File: src/pkg/sync_mode_pkg.sv
// Notes on behaviour
// - degraded reference enters holdover before switching
// - recovery within guard returns normal, same reference
// - guard expiry with primary bad allows secondary
// - short primary loss: normal to holdover only
// - long loss goes secondary only if secondary good
// - primary loss cleared returns to primary normal
// - manual: mode pins pick normal, holdover, freerun
// - manual: reference pin picks primary or secondary
// - manual: guard pin enables correction on holdover exit to normal while on primary
// - clear pin realigns output phase to input
// - reset returns every state machine to start
// - correction off: realign on every holdover exit to normal
// - automatic short holdovers never apply correction
// - holdover value captured in locked normal only
package sync_mode_pkg;
  localparam logic [7:0] OFS_CTRL = 8'h00;
  localparam logic [7:0] OFS_STATUS = 8'h04;
  localparam logic [7:0] OFS_HOLD = 8'h08;
  localparam int CTRL_REALIGN_BIT = 0;
  // mode select pin codes {hi,lo}
  localparam logic [1:0] SEL_NORMAL = 2'h0;
  localparam logic [1:0] SEL_HOLD = 2'h1;
  localparam logic [1:0] SEL_FREE = 2'h2;
  localparam logic [1:0] SEL_AUTO = 2'h3;
  // mode output codes
  localparam logic [1:0] MODE_NORMAL = 2'h0;
  localparam logic [1:0] MODE_HOLD = 2'h1;
  localparam logic [1:0] MODE_FREE = 2'h2;
  localparam logic [1:0] RESP_OKAY = 2'h0;
  localparam logic [1:0] RESP_SLVERR = 2'h2;
  // synchronised pin vector positions
  localparam int PIN_LOSS1 = 0;
  localparam int PIN_LOSS2 = 1;
  localparam int PIN_MS_LO = 2;
  localparam int PIN_MS_HI = 3;
  localparam int PIN_REFERENCE_CHOOSE = 4;
  localparam int PIN_GUARD = 5;
  localparam int PIN_CLR = 6;
  localparam int PIN_N = 7;
  localparam int RST_MIN_NS = 300;
  localparam int CLK_NS = 8;
  localparam int RST_MIN_CYC = (RST_MIN_NS + CLK_NS - 1) / CLK_NS;
  typedef enum logic [2:0] {ST_PRI_NORM, ST_PRI_HOLD, ST_SEC_NORM, ST_SEC_HOLD, ST_MANUAL} st_e;
endpackage

File: src/rtl/sync_mode_ctrl.sv
// Implementation choices: the AXI4-Lite slave port and the placing of the registers.
`timescale 1ns/1ps
module sync_mode_ctrl #(
  parameter int FREQ_W = 32,
  parameter int AW = 8
)(
  input wire logic clk_i,
  input wire logic rstn_i,
  input wire logic primary_loss_in_i,
  input wire logic secondary_loss_in_i,
  input wire logic mode_select_lo_i,
  input wire logic mode_select_hi_i,
  input wire logic reference_choose_i,
  input wire logic guard_time_in_i,
  input wire logic phase_offset_clear_i,
  input wire logic locked_i,
  input wire logic [FREQ_W-1:0] freq_word_i,
  output logic [1:0] mode_o,
  output logic ref_secondary_o,
  output logic realign_o,
  output logic tie_apply_o,
  output logic [FREQ_W-1:0] holdover_freq_o,
  input wire logic [AW-1:0] s_axi_awaddr,
  input wire logic s_axi_awvalid,
  output logic s_axi_awready,
  input wire logic [31:0] s_axi_wdata,
  input wire logic [3:0] s_axi_wstrb,
  input wire logic s_axi_wvalid,
  output logic s_axi_wready,
  output logic [1:0] s_axi_bresp,
  output logic s_axi_bvalid,
  input wire logic s_axi_bready,
  input wire logic [AW-1:0] s_axi_araddr,
  input wire logic s_axi_arvalid,
  output logic s_axi_arready,
  output logic [31:0] s_axi_rdata,
  output logic [1:0] s_axi_rresp,
  output logic s_axi_rvalid,
  input wire logic s_axi_rready
);

////////////////////////////////////////////////////////////////////////////////
// pin synchronisers: value moves only once stages two and three agree

  localparam int N = sync_mode_pkg::PIN_N;
  logic [N-1:0] pins_raw;
  logic [N-1:0] s1_r;
  logic [N-1:0] s2_r;
  logic [N-1:0] s3_r;
  logic [N-1:0] filt_r;
  logic [N-1:0] filt_d_r;

  assign pins_raw = {phase_offset_clear_i, guard_time_in_i, reference_choose_i,
                     mode_select_hi_i, mode_select_lo_i, secondary_loss_in_i,
                     primary_loss_in_i};

  genvar gi;
  generate
    for (gi = 0; gi < N; gi++)
    begin : g_sync
      always_ff @(posedge clk_i)
      begin
        if (!rstn_i)
        begin
          s1_r[gi] <= 1'b0;
          s2_r[gi] <= 1'b0;
          s3_r[gi] <= 1'b0;
          filt_r[gi] <= 1'b0;
          filt_d_r[gi] <= 1'b0;
        end
        else
        begin
          s1_r[gi] <= pins_raw[gi];
          s2_r[gi] <= s1_r[gi];
          s3_r[gi] <= s2_r[gi];
          if (s2_r[gi] == s3_r[gi])
            filt_r[gi] <= s3_r[gi];
          filt_d_r[gi] <= filt_r[gi];
        end
      end
    end
  endgenerate

  wire loss1 = filt_r[sync_mode_pkg::PIN_LOSS1];
  wire loss2 = filt_r[sync_mode_pkg::PIN_LOSS2];
  wire guard = filt_r[sync_mode_pkg::PIN_GUARD];
  wire reference_choose = filt_r[sync_mode_pkg::PIN_REFERENCE_CHOOSE];
  wire [1:0] msel = {filt_r[sync_mode_pkg::PIN_MS_HI], filt_r[sync_mode_pkg::PIN_MS_LO]};
  wire auto_mode = (msel == sync_mode_pkg::SEL_AUTO);
  // guard expiry is its low-to-high edge
  wire guard_rise = guard && !filt_d_r[sync_mode_pkg::PIN_GUARD];
  wire clr_rise = filt_r[sync_mode_pkg::PIN_CLR] && !filt_d_r[sync_mode_pkg::PIN_CLR];

////////////////////////////////////////////////////////////////////////////////
// automatic state machine

  sync_mode_pkg::st_e st_r;
  sync_mode_pkg::st_e st_nxt;
  logic expired_r;
  logic expired_nxt;

  always_comb
  begin
    st_nxt = st_r;
    expired_nxt = expired_r;
    case (st_r)
      sync_mode_pkg::ST_PRI_NORM:
        if (loss1)
          st_nxt = sync_mode_pkg::ST_PRI_HOLD;
      sync_mode_pkg::ST_PRI_HOLD:
        if (!loss1)
          st_nxt = sync_mode_pkg::ST_PRI_NORM;
        else if ((guard_rise || expired_r) && !loss2)
          st_nxt = sync_mode_pkg::ST_SEC_NORM;
        else if (guard_rise)
          expired_nxt = 1'b1;
      sync_mode_pkg::ST_SEC_NORM:
        if (!loss1)
          st_nxt = sync_mode_pkg::ST_PRI_NORM;
        else if (loss2)
          st_nxt = sync_mode_pkg::ST_SEC_HOLD;
      sync_mode_pkg::ST_SEC_HOLD:
        if (!loss1)
          st_nxt = sync_mode_pkg::ST_PRI_NORM;
        else if (!loss2)
          st_nxt = sync_mode_pkg::ST_SEC_NORM;
      sync_mode_pkg::ST_MANUAL:
        st_nxt = sync_mode_pkg::ST_PRI_NORM;
      default:
        st_nxt = sync_mode_pkg::ST_PRI_NORM;
    endcase
    if (st_nxt != sync_mode_pkg::ST_PRI_HOLD)
      expired_nxt = 1'b0;
    if (!auto_mode)
      st_nxt = sync_mode_pkg::ST_MANUAL;
  end

////////////////////////////////////////////////////////////////////////////////
// mode, reference and phase control

  wire [1:0] auto_mode_val = (st_nxt == sync_mode_pkg::ST_PRI_HOLD ||
                              st_nxt == sync_mode_pkg::ST_SEC_HOLD) ?
                             sync_mode_pkg::MODE_HOLD : sync_mode_pkg::MODE_NORMAL;
  wire auto_ref_val = (st_nxt == sync_mode_pkg::ST_SEC_NORM ||
                       st_nxt == sync_mode_pkg::ST_SEC_HOLD);
  // manual encoding maps pin code straight onto mode code
  wire [1:0] mode_nxt = auto_mode ? auto_mode_val : msel;
  wire ref_nxt = auto_mode ? auto_ref_val : reference_choose;
  wire hold_to_norm = (mode_o == sync_mode_pkg::MODE_HOLD) &&
                      (mode_nxt == sync_mode_pkg::MODE_NORMAL);
  // correction only for primary holdover exit, and never in auto
  wire tie_en = !auto_mode && guard && !ref_nxt && !ref_secondary_o;
  wire soft_realign;
  wire tie_apply_nxt = hold_to_norm && tie_en;
  // without correction every holdover exit to normal realigns, so offset never piles up
  wire realign_nxt = (hold_to_norm && !tie_en) || clr_rise || soft_realign;

  always_ff @(posedge clk_i)
  begin
    if (!rstn_i)
    begin
      st_r <= sync_mode_pkg::ST_PRI_NORM;
      expired_r <= 1'b0;
      mode_o <= sync_mode_pkg::MODE_NORMAL;
      ref_secondary_o <= 1'b0;
      realign_o <= 1'b0;
      tie_apply_o <= 1'b0;
    end
    else
    begin
      st_r <= st_nxt;
      expired_r <= expired_nxt;
      mode_o <= mode_nxt;
      ref_secondary_o <= ref_nxt;
      realign_o <= realign_nxt;
      tie_apply_o <= tie_apply_nxt;
    end
  end

  // stored value only tracks while locked in normal; frozen otherwise
  always_ff @(posedge clk_i)
  begin
    if (!rstn_i)
      holdover_freq_o <= '0;
    else if (mode_o == sync_mode_pkg::MODE_NORMAL && locked_i)
      holdover_freq_o <= freq_word_i;
  end

////////////////////////////////////////////////////////////////////////////////
// axi4-lite slave, one write and one read at a time

  logic aw_got_r;
  logic w_got_r;
  logic [AW-1:0] awaddr_r;
  logic [31:0] wdata_r;
  logic wstrb0_r;
  logic realign_req_r;

  assign s_axi_awready = !aw_got_r && !s_axi_bvalid;
  assign s_axi_wready = !w_got_r && !s_axi_bvalid;
  assign s_axi_arready = !s_axi_rvalid;
  wire do_write = aw_got_r && w_got_r && !s_axi_bvalid;
  wire wr_ctrl = awaddr_r == AW'(sync_mode_pkg::OFS_CTRL);
  assign soft_realign = realign_req_r;
  wire rd_ctrl = s_axi_araddr == AW'(sync_mode_pkg::OFS_CTRL);
  wire rd_stat = s_axi_araddr == AW'(sync_mode_pkg::OFS_STATUS);
  wire rd_hold = s_axi_araddr == AW'(sync_mode_pkg::OFS_HOLD);
  wire [31:0] status_word = {25'h0, locked_i, tie_en, auto_mode, ref_secondary_o,
                             mode_o == sync_mode_pkg::MODE_HOLD, mode_o};
  wire [31:0] rd_mux = rd_stat ? status_word : (rd_hold ? 32'(holdover_freq_o) : 32'h0);

  always_ff @(posedge clk_i)
  begin
    if (!rstn_i)
    begin
      aw_got_r <= 1'b0;
      w_got_r <= 1'b0;
      awaddr_r <= '0;
      wdata_r <= 32'h0;
      wstrb0_r <= 1'b0;
      realign_req_r <= 1'b0;
      s_axi_bvalid <= 1'b0;
      s_axi_bresp <= sync_mode_pkg::RESP_OKAY;
    end
    else
    begin
      realign_req_r <= do_write && wr_ctrl && wstrb0_r &&
                       wdata_r[sync_mode_pkg::CTRL_REALIGN_BIT];
      if (s_axi_awvalid && s_axi_awready)
      begin
        aw_got_r <= 1'b1;
        awaddr_r <= s_axi_awaddr;
      end
      if (s_axi_wvalid && s_axi_wready)
      begin
        w_got_r <= 1'b1;
        wdata_r <= s_axi_wdata;
        wstrb0_r <= s_axi_wstrb[0];
      end
      if (do_write)
      begin
        aw_got_r <= 1'b0;
        w_got_r <= 1'b0;
        s_axi_bvalid <= 1'b1;
        s_axi_bresp <= wr_ctrl ? sync_mode_pkg::RESP_OKAY : sync_mode_pkg::RESP_SLVERR;
      end
      else if (s_axi_bready)
        s_axi_bvalid <= 1'b0;
    end
  end

  always_ff @(posedge clk_i)
  begin
    if (!rstn_i)
    begin
      s_axi_rvalid <= 1'b0;
      s_axi_rdata <= 32'h0;
      s_axi_rresp <= sync_mode_pkg::RESP_OKAY;
    end
    else if (s_axi_arvalid && s_axi_arready)
    begin
      s_axi_rvalid <= 1'b1;
      s_axi_rdata <= rd_mux;
      s_axi_rresp <= (rd_ctrl || rd_stat || rd_hold) ?
                     sync_mode_pkg::RESP_OKAY : sync_mode_pkg::RESP_SLVERR;
    end
    else if (s_axi_rready)
      s_axi_rvalid <= 1'b0;
  end
endmodule

File: config.mk
export PLATFORM = sky130hd
export DESIGN_NAME = sync_mode_ctrl
export DESIGN_NICKNAME = d
export VERILOG_FILES = /design/src/pkg/sync_mode_pkg.sv /design/src/rtl/sync_mode_ctrl.sv
export SDC_FILE = /design/constraint.sdc
export NUM_CORES = 1
export LEC_CHECK = 0
export ABC_AREA = 0
export BUFFER_PORTS_ARGS = -buffer_cell sky130_fd_sc_hd__clkbuf_2
export CAP_MARGIN = 20
export CORE_MARGIN = 10
export CORE_UTILIZATION = 45
export DETAILED_ROUTE_END_ITERATION = 12
export GPL_TIMING_DRIVEN = 0
export PLACE_DENSITY = 0.77
export SLEW_MARGIN = 15
export SYNTH_ARGS = -nofsm -noshare
export SYNTH_HDL_FRONTEND = slang
export SYNTH_SLANG_ARGS = --single-unit
File: constraint.sdc
create_clock -name clk_i -period 2 [get_ports clk_i]
set_clock_uncertainty 0.1 [all_clocks]
set_input_delay 0.2 -clock clk_i [delete_from_list [all_inputs] [get_ports clk_i]]
set_output_delay 0.2 -clock clk_i [all_outputs]
set_load 0.1 [all_outputs]
==> impl_metrics.py, run 1 <==
metrics = {
    "placed_design": {
        "portBuffers": 140,
        "placed_cell_area_sq_mm": 0.00528,
        "place_congestion": 0.829,
        "dp_hpwl_mm": 9.00,
        "placedCellCount": 718,
    },
    "sta": {
        "slew_headroom_pct": 60.8,
        "finalHoldViolCount": 0,
        "finalSetupViolations": 0,
        "hold_ws_ns": 0.0239,
        "tightest_slew_ns": 0.583,
        "rsz0062_at_grt": "false",
        "finalCriticalPeriod_ns": 1.94,
        "drv_slew": 0,
        "period_share_pct": 97.1,
        "clock.fmax_ghz": 0.515,
    },
    "setup_path": {
        "r2r_slack_ns": 0.06,
        "cp_max_fo": 6,
        "critPathCaptureType": "register",
        "critPathLaunchType": "register",
        "worstSetupPathType": "register to register",
        "crit_arrival_ns": 2.23,
        "required_ns": 2.29,
    },
    "synth": {
        "synth_seq_cells": 120,
        "yosys.area.top_type": "dfxtp_1",
        "synthTopCellsByCount": "dfxtp_1 (120), nand2_1 (96), a21boi_0 (48)",
        "synth_cell_type_count": 41,
        "synth_area_sq_mm": 0.00439,
        "yosysMostFrequentCell": "dfxtp_1",
        "syn_inst": 448,
        "synth.avg_cell_area_sq_um": 9.80,
        "yosysSeqAreaShare_pct": 54.7,
        "yosysWarnings": 0,
        "synth_area_leaders": "dfxtp_1 (55%), a21boi_0 (8.2%), nand2_1 (8.2%)",
        "ys.flop_type": "dfxtp_1",
        "netlist.area_leader.share_pct": 54.7,
        "async_reset_ff_share_pct": 0,
        "synth-edff-count": 0,
    },
    "die": {
        "core-area_sq_mm": 0.00937,
        "dieWidth_microns": 119,
        "fp-row-count": 35,
        "die_h_microns": 119,
        "dieArea_sq_mm": 0.0141,
        "initial_core_util_pct": 46.8,
        "ios": 177,
    },
    "clocking": {
        "clk_pin_slew_ns": 0.05,
        "clockRootBuffer": "clkbuf_8",
        "clk_path_buf_depth": 2,
        "clk_latency_ns": 0.51,
        "cts_tree": "yes",
        "htreeDepth": 4,
        "cts_buffers": 17,
        "clock_sinks": 120,
    },
    "drt": {
        "viasPerCell": 4.94,
        "wirelength_mm": 13.1,
        "avgRoutedWirePerCell_microns": 16.3,
        "vias": 3983,
        "ant_nets": 0,
        "drt_pass1_iterations": 4,
        "drcViolationCount": 0,
        "initialDrtViolationCount": 205,
    },
    "global_route": {
        "antenna_found_initial": 0,
        "grt_pass1_vias": 4065,
        "grt_max_degree": 17,
        "grt.overflow.total": 0,
        "track_usage_pct": 18.5,
        "grt_pass1_wl_mm": 21.2,
    },
    "job": {
        "max-cap-violations": 0,
    },
    "pwr": {
        "net-switching-power_mw": 1.68,
        "p_leak_nw": 2.80,
        "combPwrFrac_pct": 13.1,
        "ir_drop_v": 0.000578,
        "power.total_mw": 6.27,
        "power.density_mw_per_mm2": 971,
        "seqPwrFrac_pct": 40.3,
        "power_frac_clock_pct": 46.6,
        "power.internal_mw": 4.59,
        "switching_share_pct": 26.8,
    },
    "layout": {
        "final_nets": 764,
        "final_core_util_pct": 68.9,
        "finalInstanceArea_sq_mm": 0.00646,
        "syn2layout_area_growth_pct": 47.1,
        "drive_gt1_share_pct": 31.1,
        "diodes": 0,
        "stdcell_count": 807,
    },
    "worst_hold_path": {
        "hold_path.class": "primary input to register",
    },
    "status": {
        "status": "finished, final reports clean",
    },
}
==> worst max-delay path, cell delays in order (launching register included) <==
cell           delay [ns]
dfxtp_4              0.35
or4b_4               0.59
a211oi_2             0.17
nor2_1               0.06
dlygate4sd3_1        0.55
==> area by class of cell <==
class	count	area (sq um)
clock inverter	10	119
multi-input combinational	297	1870
tap	129	161
buffer	28	140
fill	706	2920
timing repair buffer	197	1280
inverter	4	15.0
clock buffer	22	463
sequential	120	2410
==> what timing repair did <==
action,4_1_cts,5_1_grt
gates resized for setup,1,5
hold buffers,55,0
endpoints found under the setup margin,25,1
pin swaps,1,0
setup buffers,2,0
hold endpoints to repair,53,0
==> final timing paths <==
kind                              from                          end  depth (start not counted)
max          s_axi_rvalid$_SDFFE_PN0P_  s_axi_rresp[1]$_SDFFE_PN0P_                          4
min reg2reg         st_r[1]$_SDFF_PN0_       expired_r$_SDFFE_PP0P_                          1
min                       s_axi_wvalid         w_got_r$_SDFFE_PP0P_                          4
max reg2reg  s_axi_rvalid$_SDFFE_PN0P_  s_axi_rresp[1]$_SDFFE_PN0P_                          4
==> kinds of logic (layout without fill, tap and decap cells) <==
group | count (synthesis) | count (layout) | share of synthesized area, %
and+or+nand+nor | 193 | 193 | 23.2
other | 1 | 2 | 0.0854
AOI/OAI and AO/OA | 100 | 100 | 18.1
DFF | 120 | 120 | 54.7
muxes | 2 | 2 | 0.456
buffers and inverters | 32 | 261 | 3.45
==> placed cells by master, fill, tap and decap left out, drive strengths merged <==
master and n:
a21oi 3, or4 3, a21o 1, dfxtp 120, or4b 1, o21ai 9
a221o 5, buf 8, clkinv 4, and2 29, a22oi 25, nand3 6
nand2 96, a211oi 2, nand2b 5, a41o 1, nor2 6, nand3b 1
o31a 1, a32oi 1, inv 5, a21boi 48, nor4 5, clkbuf 184
clkinvlp 3, nor2b 33, and3 5, and3b 1, bufinv 2, o211ai 1
mux2i 2, o311a 1, o211a 2, nor3b 1, dlygate4sd3 55, and4b 1
conb 2
==> metal layers <==
layer | vias to the layer above | share of wire, % | wire (microns) | global-route usage, %
li1 | 1960 | - | - | -
met1 | 1868 | 40 | 5310 | 20.0
met2 | 136 | 49 | 6470 | 31.9
met3 | 19 | 8.4 | 1100 | 7.23
met4 | 0 | 2.0 | 265 | 7.18
met5 | - | 0 | 0 | 0
==> sequential cells by signal, indices dropped and copies added (netlist names), 2 cells and up <==
signal	flops
filt_r	3
mode_o	2
filt_d_r	2
s3_r	7
st_r	3
awaddr_r	8
s1_r	7
s_axi_rdata	32
holdover_freq_o	32
s2_r	7
==> through the flow <==
step / worst slack (ns) / TNS (ns)
after global placement: -0.116 / -1.91
after CTS: 0.0119 / 0
after detailed placement: -0.157 / -2.41
final: 0.0585 / 0
after global routing: 0.0142 / 0
after floorplan: 0.0222 / 0
==> power by group through the flow <==
| stage | Clock [mW] | Combinational (mW) | Sequential, mW |
|---|---|---|---|
| global route | 3.08 | 0.870 | 2.54 |
| global placement | 0 | 0.712 | 2.57 |
| CTS | 2.96 | 0.813 | 2.53 |
| finish | 2.92 | 0.820 | 2.53 |
| detailed placement | 0 | 0.721 | 2.58 |
| floorplan | 0 | 0.252 | 2.86 |
Power figures use the tool's default switching activity.
==> run 2: changes to the inputs <==
==> constraint.sdc (replaced) <==
create_clock -name clk_i -period 1.9 [get_ports clk_i]
set_clock_uncertainty 0.1 [all_clocks]
set_input_delay 0.19 -clock clk_i [delete_from_list [all_inputs] [get_ports clk_i]]
set_output_delay 0.19 -clock clk_i [all_outputs]
set_load 0.05 [all_outputs]
==> run 2 against run 1 <==
Via count up 0.85%. Die area unchanged. First-iteration DRC count up 27%. Cell count up 0.62%. Worst hold slack worse by 0.0021 ns. Clock power up 23%. Non-clock buffer count up 5. Sequential cell count unchanged. Cell area up 3.0%. Highest routed layer unchanged.
==> impl_metrics.py, run 2 (same netlist as run 1, synthesis figures left out) <==
metrics = {
    "sta": {
        "tns_ns": 0,
        "clock.fmax_ghz": 0.535,
        "drv_slew": 0,
        "tightest_slew_ns": 0.611,
        "finalSetupViolations": 0,
        "rsz0062_at_grt": "false",
        "finalHoldViolCount": 0,
        "period_share_pct": 98.4,
        "hold_ws_ns": 0.0218,
        "finalCriticalPeriod_ns": 1.87,
        "slew_headroom_pct": 59.3,
    },
    "layout": {
        "layout_commonest_cell": "clkbuf_2",
        "drive_gt1_share_pct": 32.8,
        "reg.largest.list": "holdover_freq_o (32), s_axi_rdata (32), awaddr_r (8)",
        "syn2layout_area_growth_pct": 51.5,
        "final_cell_mix": "clkbuf_2 (143), dfxtp_1 (119), nand2_1 (96)",
        "stdcell_count": 812,
        "final_core_util_pct": 71.0,
        "final_nets": 769,
        "diodes": 0,
        "fill_cells": 705,
    },
    "drt": {
        "avgRoutedWirePerCell_microns": 16.5,
        "initialDrtViolationCount": 261,
        "drt_pass1_iterations": 4,
        "wirelength_mm": 13.4,
        "vias": 4017,
        "viasPerCell": 4.95,
        "ant_nets": 0,
        "drcViolationCount": 0,
    },
    "setup_path": {
        "crit_arrival_ns": 2.20,
        "critPathCaptureType": "register",
        "cp_max_fo": 7,
        "worstSetupPathType": "primary input to register",
        "required_ns": 2.23,
        "critPathLaunchType": "primary input",
        "reg2regPathDepth": 6,
    },
    "die": {
        "die_h_microns": 119,
        "ios": 177,
        "dieWidth_microns": 119,
        "initial_core_util_pct": 46.8,
        "fp-row-count": 35,
        "dieArea_sq_mm": 0.0141,
        "core-area_sq_mm": 0.00937,
    },
    "job": {
        "max-cap-violations": 0,
    },
    "global_route": {
        "grt_pass1_vias": 4192,
        "met3_usage_pct": 7.04,
        "antenna_found_initial": 0,
        "global_route.usage.met1_pct": 20.9,
        "met2_usage_pct": 32.5,
        "track_usage_pct": 18.8,
        "grt.overflow.total": 0,
        "grt_pass1_wl_mm": 21.6,
        "grt_max_degree": 17,
        "grt.busiest_layer": "met2",
    },
    "clocking": {
        "htreeDepth": 4,
        "cts_tree": "yes",
        "cts_buffers": 17,
        "clockRootBuffer": "clkbuf_8",
        "clk_pin_slew_ns": 0.06,
        "clock_sinks": 120,
        "clk_latency_ns": 0.51,
        "clk_path_buf_depth": 2,
    },
    "placed_design": {
        "portBuffers": 140,
        "placedCellCount": 718,
        "dp_hpwl_mm": 9.08,
        "place_congestion": 0.799,
    },
    "pwr": {
        "power.density_mw_per_mm2": 1040,
        "p_leak_nw": 2.88,
        "power.total_mw": 6.92,
        "ir_drop_v": 0.000610,
    },
    "worst_hold_path": {
        "hold_path.class": "primary input to register",
        "hold_depth": 4,
    },
    "status": {
        "status": "finished, final reports clean",
    },
}
## run 2: cell count changes in the layout (fill, tap and decap cells not counted), moves of 3 or more
cell and delta:
a22oi_2 +8, a22oi_1 -8, dlygate4sd3_1 +3, clkbuf_1 -4
bufinv_16 +4
## run 2: power breakdown
| part | switching (mW) | internal, mW | total, mW |
|---|---|---|---|
| combinational | 0.412 | 0.257 | 0.669 |
| clock | 1.15 | 2.44 | 3.59 |
| sequential | 0.0607 | 2.60 | 2.66 |
| total | 1.62 | 5.30 | 6.92 |
## run 2: final cells by class
cell class | count | area [sq um] | area share (%)
sequential | 120 | 2410 | 36.2
multi-input combinational | 297 | 1910 | 28.7
timing repair buffer | 202 | 1330 | 20.0
clock buffer | 18 | 428 | 6.43
clock inverter | 14 | 245 | 3.69
tap | 129 | 161 | 2.43
buffer | 28 | 153 | 2.30
inverter | 4 | 15.0 | 0.226
## run 2: metal layers
layer	wire, microns	share of wire [%]	vias up
met5	0	0	-
met4	202	1.5	0
met3	965	7.2	13
met2	6610	49	129
met1	5600	42	1910
li1	-	-	1965
## run 2: through the flow
step                setup slack, ns  cell area [sq um]
detailed placement           -0.340               5320
CTS                          0.0173               6620
global placement             -0.299               5320
finish                       0.0302               6650
floorplan                   -0.0808               4450
global route                 0.0188               6650
## run 2: path summary, 6_finish.rpt
path	from	endpoint	slack, ns
setup / recovery	s_axi_araddr[7]	s_axi_rdata[5]$_SDFFE_PN0P_	0.03
hold reg to reg	s1_r[4]$_SDFF_PN0_	s2_r[4]$_SDFF_PN0_	0.33
hold / removal	s_axi_wvalid	w_got_r$_SDFFE_PP0P_	0.02
setup reg to reg	s_axi_rvalid$_SDFFE_PN0P_	s_axi_rdata[15]$_SDFFE_PN0P_	0.08
## run 2: timing repair
item / 4_1_cts / 5_1_grt
hold endpoints to repair: 53 / 0
pin swaps: 1 / 1
gates resized for setup: 1 / 12
hold buffers: 59 / 0
setup endpoints to repair: 32 / 22
buffers inserted: 3 / 0
## run 2: worst max-delay path, cell delays in order
cell and delay, ns:
dlygate4sd3_1 0.57, clkbuf_2 0.12, or4_4 0.46, nor4_4 0.58
nand3_1 0.17, nand3_1 0.11
